===== src/core/stack_map_pkg.sv =====
package stack_map_pkg;

    // Register indices on the plain register port
    localparam logic [3:0] REG_STACK_POINTER = 4'h0;
    localparam logic [3:0] REG_STACK_LIMIT = 4'h1;
    localparam logic [3:0] REG_TABLE_PAGE = 4'h2;
    localparam logic [3:0] REG_VISIBILITY_PAGE = 4'h3;
    localparam logic [3:0] REG_CPU_CONTROL = 4'h4;
    localparam logic [3:0] REG_TRAP_STATUS = 4'h5;

    // Field positions
    localparam int VIS_ENABLE_BIT = 2;
    localparam int TRAP_OVER_BIT = 0;
    localparam int TRAP_UNDER_BIT = 1;
    localparam int CFG_SPACE_BIT = 7;
    localparam int EA_REMAP_BIT = 15;

    // Reset values
    localparam logic [15:0] STACK_POINTER_RESET = 16'h0800;
    localparam logic [7:0] TABLE_PAGE_RESET = 8'h00;
    localparam logic [7:0] VISIBILITY_PAGE_RESET = 8'h00;

    // Lowest legal stack address, keeps the stack above special registers
    localparam logic [15:0] STACK_FLOOR = 16'h0800;
    // Stack pointer step, one data word
    localparam logic [15:0] STACK_STEP = 16'h0002;

    // Stack sequencer states
    typedef enum logic [0:0] {SK_IDLE, SK_PUSH_HI} stack_state_type;
    // Program memory port states
    typedef enum logic [1:0] {PM_IDLE, PM_PSV_SECOND, PM_WAIT, PM_TAKE} prog_state_type;

endpackage


===== src/core/stack_check_and_program_space_map.sv =====
`timescale 1ns/1ps
`default_nettype none

module stack_check_and_program_space_map
    import stack_map_pkg::*;
(
    input wire logic clock_in,
    input wire logic sys_rst_in,
    // Register port
    input wire logic [3:0] reg_addr_in,
    input wire logic [15:0] reg_wdata_in,
    input wire logic reg_wr_in,
    input wire logic reg_rd_in,
    output logic [15:0] reg_rdata_out,
    // Stack requests from the pipeline
    input wire logic push_in,
    input wire logic [15:0] push_data_in,
    input wire logic pop_in,
    input wire logic call_push_in,
    input wire logic exc_push_in,
    input wire logic [22:0] program_counter_in,
    input wire logic [7:0] status_low_byte_in,
    input wire logic sp_ea_valid_in,
    input wire logic [15:0] sp_ea_in,
    // Stack memory side
    output logic [15:0] stack_addr_out,
    output logic [15:0] stack_wdata_out,
    output logic stack_wr_out,
    output logic stack_rd_out,
    output logic [15:0] stack_pointer_out,
    output logic stack_trap_out,
    // Table requests
    input wire logic table_req_in,
    input wire logic table_write_in,
    input wire logic table_high_in,
    input wire logic table_byte_in,
    input wire logic [15:0] table_ea_in,
    input wire logic [15:0] table_wdata_in,
    output logic [15:0] table_rdata_out,
    output logic table_rvalid_out,
    output logic table_refused_out,
    // Data reads that may fall in the remapped window
    input wire logic data_rd_in,
    input wire logic [15:0] data_ea_in,
    output logic [15:0] remap_rdata_out,
    output logic remap_rvalid_out,
    output logic remap_stall_out,
    // Program memory side
    input wire logic [23:0] prog_rdata_in,
    output logic [23:0] prog_addr_out,
    output logic prog_rd_out,
    output logic prog_wr_out,
    output logic [23:0] prog_wdata_out,
    output logic [2:0] prog_wstrb_out,
    output logic prog_config_out
);

    // Whole state of the block
    typedef struct packed {
        logic [15:0] sp;             // Stack pointer
        logic [15:0] limit;          // Stack limit, never reset
        logic [7:0] tpage;           // Table page
        logic [7:0] vpage;           // Visibility page
        logic vis_en;                // Visibility enable
        logic [1:0] trap_flags;      // Sticky fault causes
        stack_state_type sk_state;   // Stack sequencer
        logic [15:0] pc_hi;          // Pending upper push word
        logic [15:0] rdata;          // Register read data
        logic [15:0] stk_addr, stk_wdata; // Stack memory address and data
        logic stk_wr, stk_rd, trap; // Stack strobes and trap pulse
        prog_state_type pm_state; // Program port sequencer
        logic take_table; // Pending read belongs to a table access
        logic take_high, take_byte, take_sel; // Lane choice of the pending read
        logic [23:0] paddr, pwdata; // Program port address and write data
        logic prd, pwr, pcfg, refused; // Program port strobes and flags
        logic [2:0] pstrb; // Write lane strobes
        logic [15:0] tbl_rdata, psv_rdata; // Read results
        logic tbl_rvalid, psv_rvalid, psv_stall; // Read result pulses
    } state_type;
    state_type q, d;

    logic remap_hit;          // Data read lands in the enabled window
    logic [23:0] mapped_addr; // Address from the mapper
    logic mapped_cfg;         // Mapper says configuration space

    // Overflow means above the limit, so a push at the limit itself is fine
    function automatic logic over_limit(input logic [15:0] addr, input logic [15:0] lim);
        over_limit = addr > lim;
    endfunction

    // Underflow means below the floor
    function automatic logic under_floor(input logic [15:0] addr);
        under_floor = addr < STACK_FLOOR;
    endfunction

    assign remap_hit = data_rd_in && data_ea_in[EA_REMAP_BIT] && q.vis_en;

    // Remapping is suspended while a table access is asked for
    program_space_mapper u_mapper (
        .table_access_in(table_req_in),
        .table_page_in(q.tpage),
        .visibility_page_in(q.vpage),
        .effective_addr_in(table_req_in ? table_ea_in : data_ea_in),
        .prog_addr_out(mapped_addr),
        .config_space_out(mapped_cfg)
    );

    // Next state of the whole block
    always_comb begin
        logic [15:0] ea, lim_wr;
        logic fault_over, fault_under;
        ea = 16'h0000;
        fault_over = 1'b0;
        fault_under = 1'b0;
        lim_wr = {reg_wdata_in[15:1], 1'b0};
        d = q;
        // Pulses default low
        {d.stk_wr, d.stk_rd, d.trap, d.prd, d.pwr, d.refused} = 6'h00;
        {d.tbl_rvalid, d.psv_rvalid, d.psv_stall} = 3'h0;
        // Stack sequencer
        case (q.sk_state)
            SK_IDLE: begin
                if (push_in || call_push_in || exc_push_in) begin
                    ea = q.sp;
                    d.stk_addr = q.sp;
                    d.stk_wr = 1'b1;
                    d.sp = q.sp + STACK_STEP;
                    if (push_in) begin
                        d.stk_wdata = push_data_in;
                    end else begin
                        // Low counter word goes first, upper part next cycle
                        d.stk_wdata = program_counter_in[15:0];
                        d.sk_state = SK_PUSH_HI;
                    end
                    d.pc_hi = {exc_push_in ? status_low_byte_in : 8'h00, 1'b0,
                               program_counter_in[22:16]};
                end else if (pop_in) begin
                    ea = q.sp - STACK_STEP;
                    d.stk_addr = ea;
                    d.stk_rd = 1'b1;
                    d.sp = ea;
                end else if (sp_ea_valid_in) begin
                    // Other addressing through the stack pointer is checked too
                    ea = sp_ea_in;
                end
            end
            SK_PUSH_HI: begin
                // Second word of a counter push, new requests in this cycle are dropped
                ea = q.sp;
                d.stk_addr = q.sp;
                d.stk_wdata = q.pc_hi;
                d.stk_wr = 1'b1;
                d.sp = q.sp + STACK_STEP;
                d.sk_state = SK_IDLE;
            end
            default: begin
                d.sk_state = SK_IDLE;
            end
        endcase

        // Check every stack address formed this cycle
        if (q.sk_state == SK_PUSH_HI || push_in || call_push_in || exc_push_in
            || pop_in || sp_ea_valid_in) begin
            fault_over = over_limit(ea, q.limit);
            fault_under = under_floor(ea);
        end
        d.trap = fault_over || fault_under;

        // Program memory sequencer
        case (q.pm_state)
            PM_IDLE: begin
                d.paddr = mapped_addr;
                d.pcfg = mapped_cfg;
                if (table_req_in) begin
                    {d.take_table, d.take_high, d.take_byte, d.take_sel} =
                        {1'b1, table_high_in, table_byte_in, table_ea_in[0]};
                    if (table_write_in) begin
                        if (mapped_cfg) begin
                            d.refused = 1'b1;
                        end else begin
                            d.pwr = 1'b1;
                            d.pstrb = lane_strobe(table_high_in, table_byte_in, table_ea_in[0]);
                            d.pwdata = lane_data(table_high_in || table_byte_in, table_wdata_in);
                        end
                    end else begin
                        d.prd = 1'b1;
                        d.pm_state = PM_WAIT;
                    end
                end else if (remap_hit) begin
                    d.take_table = 1'b0;
                    d.prd = 1'b1;
                    d.psv_stall = 1'b1;
                    d.pm_state = PM_PSV_SECOND;
                end
            end
            PM_PSV_SECOND: begin
                d.prd = 1'b1;
                d.psv_stall = 1'b1;
                d.pm_state = PM_WAIT;
            end
            PM_WAIT: begin
                d.pm_state = PM_TAKE;
            end
            PM_TAKE: begin
                if (q.take_table) begin
                    d.tbl_rdata = read_lane(q.take_high, q.take_byte, q.take_sel, prog_rdata_in);
                    d.tbl_rvalid = 1'b1;
                end else begin
                    d.psv_rdata = prog_rdata_in[15:0];
                    d.psv_rvalid = 1'b1;
                end
                d.pm_state = PM_IDLE;
            end
            default: begin
                d.pm_state = PM_IDLE;
            end
        endcase

        // Register writes
        if (reg_wr_in) begin
            case (reg_addr_in)
                REG_STACK_POINTER: d.sp = {reg_wdata_in[15:1], 1'b0};
                REG_STACK_LIMIT: d.limit = lim_wr;
                REG_TABLE_PAGE: d.tpage = reg_wdata_in[7:0];
                REG_VISIBILITY_PAGE: d.vpage = reg_wdata_in[7:0];
                REG_CPU_CONTROL: d.vis_en = reg_wdata_in[VIS_ENABLE_BIT];
                // Write one to clear a cause
                REG_TRAP_STATUS: d.trap_flags = q.trap_flags & ~reg_wdata_in[1:0];
                default: ;
            endcase
        end
        // Fresh faults win over a clear in the same cycle
        d.trap_flags[TRAP_OVER_BIT] = d.trap_flags[TRAP_OVER_BIT] | fault_over;
        d.trap_flags[TRAP_UNDER_BIT] = d.trap_flags[TRAP_UNDER_BIT] | fault_under;

        // Register reads, data stand the next cycle only
        d.rdata = 16'h0000;
        if (reg_rd_in) begin
            case (reg_addr_in)
                REG_STACK_POINTER: d.rdata = q.sp;
                REG_STACK_LIMIT: d.rdata = {q.limit[15:1], 1'b0};
                REG_TABLE_PAGE: d.rdata = {8'h00, q.tpage};
                REG_VISIBILITY_PAGE: d.rdata = {8'h00, q.vpage};
                REG_CPU_CONTROL: d.rdata = 16'(q.vis_en) << VIS_ENABLE_BIT;
                REG_TRAP_STATUS: d.rdata = {14'h0000, q.trap_flags};
                default: d.rdata = 16'h0000;
            endcase
        end
        // Reset, the stack limit keeps whatever it holds
        if (sys_rst_in) begin
            // limit left alone; idle states are the first enum values, so zero
            d = '0;
            d.limit = q.limit;
            d.sp = STACK_POINTER_RESET;
            d.tpage = TABLE_PAGE_RESET;
            d.vpage = VISIBILITY_PAGE_RESET;
        end
    end

    // Byte lanes of a table write; the high phantom byte has no storage
    function automatic logic [2:0] lane_strobe(input logic hi, input logic byt, input logic sel);
        if (hi) begin
            lane_strobe = (byt && sel) ? 3'h0 : 3'h4;
        end else begin
            lane_strobe = byt ? (sel ? 3'h2 : 3'h1) : 3'h3;
        end
    endfunction
    // A byte is copied onto every lane, so the strobes alone pick where it lands
    function automatic logic [23:0] lane_data(input logic byte_wide, input logic [15:0] w);
        lane_data = byte_wide ? {3{w[7:0]}} : {8'h00, w};
    endfunction
    // Pick a table read result; the phantom byte always reads zero
    function automatic logic [15:0] read_lane(input logic hi, input logic byt, input logic sel,
                                              input logic [23:0] p);
        if (hi) begin
            read_lane = (byt && sel) ? 16'h0000 : {8'h00, p[23:16]};
        end else begin
            read_lane = byt ? {8'h00, sel ? p[15:8] : p[7:0]} : p[15:0];
        end
    endfunction

    // The one state register
    always_ff @(posedge clock_in) begin
        q <= d;
    end
    // Outputs straight from the state register
    assign {reg_rdata_out, stack_addr_out, stack_wdata_out, stack_wr_out, stack_rd_out} =
        {q.rdata, q.stk_addr, q.stk_wdata, q.stk_wr, q.stk_rd};
    assign {stack_pointer_out, stack_trap_out, table_rdata_out, table_rvalid_out} =
        {q.sp, q.trap, q.tbl_rdata, q.tbl_rvalid};
    assign {table_refused_out, remap_rdata_out, remap_rvalid_out, remap_stall_out} =
        {q.refused, q.psv_rdata, q.psv_rvalid, q.psv_stall};
    assign {prog_addr_out, prog_rd_out, prog_wr_out, prog_wdata_out, prog_wstrb_out} =
        {q.paddr, q.prd, q.pwr, q.pwdata, q.pstrb};
    assign prog_config_out = q.pcfg;

endmodule

`default_nettype wire


===== src/core/program_space_mapper.sv =====
`timescale 1ns/1ps
`default_nettype none

module program_space_mapper
    import stack_map_pkg::*;
(
    input wire logic table_access_in,
    input wire logic [7:0] table_page_in,
    input wire logic [7:0] visibility_page_in,
    input wire logic [15:0] effective_addr_in,
    output logic [23:0] prog_addr_out,
    output logic config_space_out
);

    // Address construction, table accesses take precedence over remapping
    always_comb begin
        if (table_access_in) begin
            prog_addr_out = {table_page_in, effective_addr_in};
            config_space_out = table_page_in[CFG_SPACE_BIT];
        end else begin
            prog_addr_out = {1'b0, visibility_page_in, effective_addr_in[14:0]};
            config_space_out = 1'b0;
        end
    end

endmodule

`default_nettype wire


===== config.mk =====
export PLATFORM = sky130hd
export DESIGN_NAME = stack_check_and_program_space_map
export DESIGN_NICKNAME = d
export VERILOG_FILES = /design/src/core/stack_map_pkg.sv /design/src/core/stack_check_and_program_space_map.sv /design/src/core/program_space_mapper.sv
export SDC_FILE = /design/constraint.sdc
export NUM_CORES = 1
export LEC_CHECK = 0
export BUFFER_PORTS_ARGS = -buffer_cell sky130_fd_sc_hd__buf_4
export CAP_MARGIN = 25
export CORE_ASPECT_RATIO = 0.7
export CORE_MARGIN = 1.5
export CORE_UTILIZATION = 24
export DETAILED_ROUTE_END_ITERATION = 8
export PLACE_DENSITY = 0.49
export SYNTH_ARGS = -nofsm -noshare
export SYNTH_HDL_FRONTEND = slang
export SYNTH_SLANG_ARGS = --single-unit

===== constraint.sdc =====
create_clock -name clock_in -period 4.1 [get_ports clock_in]
set_input_delay 0.82 -clock clock_in [delete_from_list [all_inputs] [get_ports clock_in]]
set_output_delay 0.82 -clock clock_in [all_outputs]
set_load 0.01 [all_outputs]

==> impl_metrics.json, run 1 <==
{
  "dp_hpwl_um": 29800,
  "status": "finished, final reports clean",
  "finClkSkew_ns": 0.0147,
  "required_ns": 4.51,
  "syn_to_final_growth_pct": 27.6,
  "wl_per_cell_um": 19.2,
  "setup_ws_ns": 0.546,
  "grt_pass1_wl_um": 59700,
  "clkSlewWorstSetupHoldPaths_ns": 0.06,
  "drive_gt1_frac": 0.302,
  "synth_top_area_frac": 0.365,
  "max_freq_ghz": 0.281,
  "async_flop_share": 0,
  "tns_ns": 0,
  "synth.area.top_cells": "dfxtp_1 36%, buf_4 10%, nand2_1 6.8%",
  "ys.flop_type": "dfxtp_1",
  "gp_congestion": 0.928,
  "ys_top_cells_by_count": "195 x dfxtp_1, 195 x nand2_1, 148 x buf_4",
  "grt_max_degree": 126,
  "start_util": 0.244,
  "max_slew_margin": 0.344,
  "die_area_um2": 45900,
  "worstHoldPathType": "flip-flop to flip-flop",
  "placementRows": 64,
  "drt_iter0_drc": 735,
  "grt-ovfl-total": 0,
  "via_per_inst": 4.72,
  "ir_drop_mv": 0.268,
  "worst_pin_slew_ns": 0.977,
  "p_total_mw": 5.62,
  "synth.distinct_cells": 68,
  "clk_path_buf_depth": 3,
  "ctsHoldBuffers": 0,
  "drc": 0,
  "core_um2": 43900,
  "via_count": 9800,
  "wirelength_um": 39800,
  "first_global_vias": 9370,
  "finalHoldViolations": 0,
  "synthCells": 1307,
  "antenna_found_initial": 0,
  "firstDrtPassIters": 5,
  "numCtsBuffers": 25,
  "cts_setup_buffers": 0,
  "grt_use_total": 0.166,
  "clock-root-buffer": "clkbuf_16",
  "cts_resized": 0,
  "cp.arrival_ns": 3.97,
  "pre_cts_slack_ns": 0.176,
  "rsz0062_at_grt": "false",
  "die_h_um": 180,
  "cts_htree_levels": 1,
  "setup_violations": 0,
  "end_kind": "flip-flop",
  "cts_tree": "built",
  "drtAntennaViolNets": 0,
  "avgSynthCellArea_um2": 8.19,
  "syn_area_um2": 10700,
  "clk_latency_ns": 0.54,
  "ys_seq_area_frac": 0.407,
  "antenna_cells": 0,
  "p_leak_nw": 5.60,
  "yosys.area.top_type": "dfxtp_1",
  "period_needed_ns": 3.55,
  "ios": 326,
  "synth_seq_cells": 210,
  "nets": 1653,
  "synth-edff-count": 15,
  "ys_warn_count": 0,
  "power_density_nw_per_um2": 411,
  "cap_violations": 0,
  "final.period_utilization": 0.867,
  "drv_slew": 0,
  "cts.sinks": 210,
  "crit_type": "flip-flop to flip-flop",
  "chipWidth_um": 255,
  "cp-start-kind": "flip-flop",
  "io_buffers": 323,
  "cp_max_fo": 4
}
==> final cells by class <==
class | instances | area, um^2
fill | 4735 | 30200
multi-input combinational | 832 | 4820
sequential | 210 | 4350
timing repair buffer | 370 | 2810
tap | 594 | 743
clock buffer | 35 | 703
clock inverter | 11 | 144
inverter | 24 | 90.1
==> layout by cell type (no fill, tap or decap), types with 15 or more instances in the layout <==
| cell | count |
|---|---|
| ha_1 | 20 |
| mux2i_1 | 28 |
| a22oi_1 | 34 |
| mux2_2 | 15 |
| o21ai_0 | 27 |
| nand2_1 | 195 |
| nor3_1 | 22 |
| a311oi_1 | 17 |
| nand3_1 | 55 |
| dfxtp_1 | 195 |
| clkbuf_16 | 25 |
| a21oi_1 | 140 |
| inv_1 | 24 |
| buf_4 | 367 |
| nor2_1 | 114 |
| a211oi_1 | 29 |
| edfxtp_1 | 15 |
==> logic make-up (layout without fill, tap and decap cells) <==
group / Yosys count / in the layout / synth area share
other cells: 1 / 2 / 0.000350
compound gates: 299 / 299 / 0.179
mux: 43 / 43 / 0.0419
simple gates: 454 / 454 / 0.190
fa+ha+maj: 21 / 21 / 0.0245
xor+xnor: 13 / 13 / 0.0106
flops: 210 / 210 / 0.407
buf+inv: 266 / 440 / 0.147
==> worst max-delay path: stages (launching register included) <==
cell      delay, ns
dfxtp_1        0.31
inv_1          0.10
ha_1           0.26
nor2b_1        0.31
nand3_1        0.15
or3_1          0.41
a31oi_1        0.23
nand3_1        0.14
ha_1           0.32
nand4_1        0.14
or4_1          0.54
a21oi_1        0.14
a211oi_1       0.07
buf_4          0.17
a21oi_1        0.11
nor2_1         0.04
==> flip-flops by register name (all words and copies together), names as in the netlist, 3 cells and up <==
register	cells
stack_pointer_out	15
prog_wdata_out	24
prog_wstrb_out	3
stack_addr_out	15
prog_addr_out	24
remap_rdata_out	16
table_rdata_out	16
stack_wdata_out	16
reg_rdata_out	16
q	56
==> metal layers <==
metal	GRT usage	vias up	part of all wire
met2	0.233	367	0.41
li1	-	4721	-
met1	0.249	4658	0.48
met3	0.0403	54	0.084
met4	0.0447	0	0.026
met5	0	-	0
==> power by group <==
part           internal (mW)  switching (mW)
clock                   1.39           0.934
combinational          0.451           0.578
sequential              2.18          0.0825
total                   4.02            1.59
==> path summary, 6_finish.rpt <==
check	from	endpoint	slack, ns	depth (start not counted)
worst max-delay path	stack_pointer_out[1]$_SDFF_PP0_	q[164]$_SDFF_PP0_	0.55	15
worst max register to register	stack_pointer_out[1]$_SDFF_PP0_	q[164]$_SDFF_PP0_	0.55	15
worst min register to register	q[156]$_SDFFE_PP0P_	q[156]$_SDFFE_PP0P_	0.45	2
worst min-delay path	q[156]$_SDFFE_PP0P_	q[156]$_SDFFE_PP0P_	0.45	2
==> through the flow <==
| step | hold slack (ns) | cells | util | area, um^2 |
|---|---|---|---|---|
| global route | 0.440 | 2076 | 0.311 | 13700 |
| global placement | 0.439 | 2029 | 0.292 | 12800 |
| floorplan | 0.432 | 1308 | - | 10700 |
| detailed placement | 0.448 | 2030 | 0.292 | 12800 |
| finish | 0.453 | 2076 | 0.311 | 13700 |
| CTS | 0.429 | 2076 | 0.311 | 13700 |
No activity file was read; power rests on OpenSTA's default activity.
==> inputs of run 2 (changes only) <==
- clock period: 4.1 -> 3.95 ns (I/O delays scaled with it)
==> run 2 against run 1 <==
- register-to-register slack got worse by 0.32 ns
- critical path depth increased by 1
- hold slack got worse by 0.022 ns
==> impl_metrics.json, run 2 (same netlist as run 1, synthesis figures left out) <==
{
  "tns_ns": 0,
  "hold_depth": 1,
  "drv_slew": 0,
  "required_ns": 4.43,
  "final.period_utilization": 0.943,
  "nets": 1665,
  "min_to": "q[193]$_DFFE_PP_",
  "syn_to_final_growth_pct": 28.2,
  "fill_cells": 4727,
  "rsz0062_at_grt": "false",
  "placementRows": 64,
  "cts_htree_levels": 1,
  "max_freq_ghz": 0.268,
  "grt_use_total": 0.165,
  "final_cell_mix": "380 x buf_4, 195 x nand2_1, 195 x dfxtp_1",
  "cp_max_fo": 6,
  "cp-start-kind": "flip-flop",
  "antenna_found_initial": 1,
  "wirelength_um": 39800,
  "chipWidth_um": 255,
  "wl_per_cell_um": 19.1,
  "numCtsBuffers": 24,
  "cts_tree": "built",
  "largest_register_ffs": 56,
  "p_leak_nw": 5.64,
  "worstHoldPathType": "primary input to flip-flop",
  "dp_hpwl_um": 29900,
  "gp_congestion": 0.925,
  "final_common_cell": "buf_4",
  "crit_type": "flip-flop to flip-flop",
  "max_slew_margin": 0.329,
  "cp.arrival_ns": 4.21,
  "core_um2": 43900,
  "cap_violations": 0,
  "start_util": 0.244,
  "cts_setup_buffers": 0,
  "first_global_vias": 9261,
  "finalHoldViolations": 0,
  "clock-root-buffer": "clkbuf_16",
  "die_h_um": 180,
  "finClkSkew_ns": 0.0230,
  "drive_gt1_frac": 0.308,
  "multi_input_area_um2": 4820,
  "drtAntennaViolNets": 0,
  "setup_violations": 0,
  "clk_path_buf_depth": 3,
  "period_needed_ns": 3.73,
  "rr_startpoint": "stack_pointer_out[2]$_SDFF_PP0_",
  "firstDrtPassIters": 5,
  "drt_iter0_drc": 807,
  "io_buffers": 323,
  "via_per_inst": 4.75,
  "clk_latency_ns": 0.54,
  "end_kind": "flip-flop",
  "cts.sinks": 210,
  "cts_resized": 0,
  "ir_drop_mv": 0.272,
  "grt_max_degree": 114,
  "worst_pin_slew_ns": 0.999,
  "regMostFlops": "q",
  "r2r_end": "stack_trap_out$_SDFF_PP0_",
  "via_count": 9915,
  "worst-r2r-setup-slack_ns": 0.22,
  "regArea_um2": 4350,
  "ctsHoldBuffers": 0,
  "status": "finished, final reports clean",
  "hp-start": "reg_wdata_in[10]",
  "drc": 0,
  "clkSlewWorstSetupHoldPaths_ns": 0.06,
  "grt_pass1_wl_um": 59000,
  "p_total_mw": 5.77,
  "grt-ovfl-total": 0,
  "power_density_nw_per_um2": 420,
  "die_area_um2": 45900,
  "rr_worst_depth": 16,
  "ios": 326
}
run 2: worst max path at each step:
stage | from | end | slack (ns) | cells after the start
floorplan | call_push_in | q[164]$_SDFF_PP0_ | 0.57 | 12
CTS | stack_pointer_out[2]$_SDFF_PP0_ | stack_trap_out$_SDFF_PP0_ | 0.35 | 16
global placement | call_push_in | q[164]$_SDFF_PP0_ | 0.04 | 15
detailed placement | call_push_in | stack_trap_out$_SDFF_PP0_ | 0.06 | 16
finish | stack_pointer_out[2]$_SDFF_PP0_ | stack_trap_out$_SDFF_PP0_ | 0.22 | 16
global route | stack_pointer_out[2]$_SDFF_PP0_ | q[164]$_SDFF_PP0_ | 0.04 | 15
run 2: critical path: stages, from the launching register on:
cell	delay (ns)
dfxtp_1	0.37
inv_1	0.09
ha_1	0.26
nor2b_1	0.32
nand3_1	0.15
or3_1	0.36
a31oi_1	0.26
nand3_1	0.18
ha_1	0.34
nand4_1	0.13
buf_4	0.16
nor2_1	0.11
o221ai_1	0.13
a211oi_1	0.48
buf_4	0.21
nand2_1	0.06
o21ai_2	0.05
run 2: metal layers:
layer  GRT usage  up-vias  wire length [um]
met3      0.0447       42              3270
met1       0.247     4744             19500
li1            -     4748                 -
met2       0.230      381             16300
met5           0        -                 0
met4      0.0376        0               747
run 2: area by class of cell:
cell class                      count  area share
Antenna cell                        1    0.000182
Clock buffer                       33      0.0520
Clock inverter                      9     0.00793
Inverter                           24     0.00656
Multi-Input combinational cell    832       0.351
Sequential cell                   210       0.317
Tap cell                          594      0.0541
Timing Repair Buffer              383       0.211
run 2: report_power, final:
group / internal, mW / switching (mW)
clock: 1.39 / 0.948
sequential: 2.27 / 0.0856
combinational: 0.475 / 0.605
total: 4.13 / 1.64
run 2: through the flow:
step                hold WS, ns  utilization  instances  setup slack [ns]  instance area [um^2]
floorplan                 0.432            -       1308             0.574                 10700
global placement          0.442        0.294       2042            0.0448                 12900
detailed placement        0.446        0.294       2043            0.0621                 12900
CTS                       0.389        0.313       2085             0.345                 13700
global route              0.408        0.313       2086            0.0362                 13700
finish                    0.431        0.313       2086             0.225                 13700
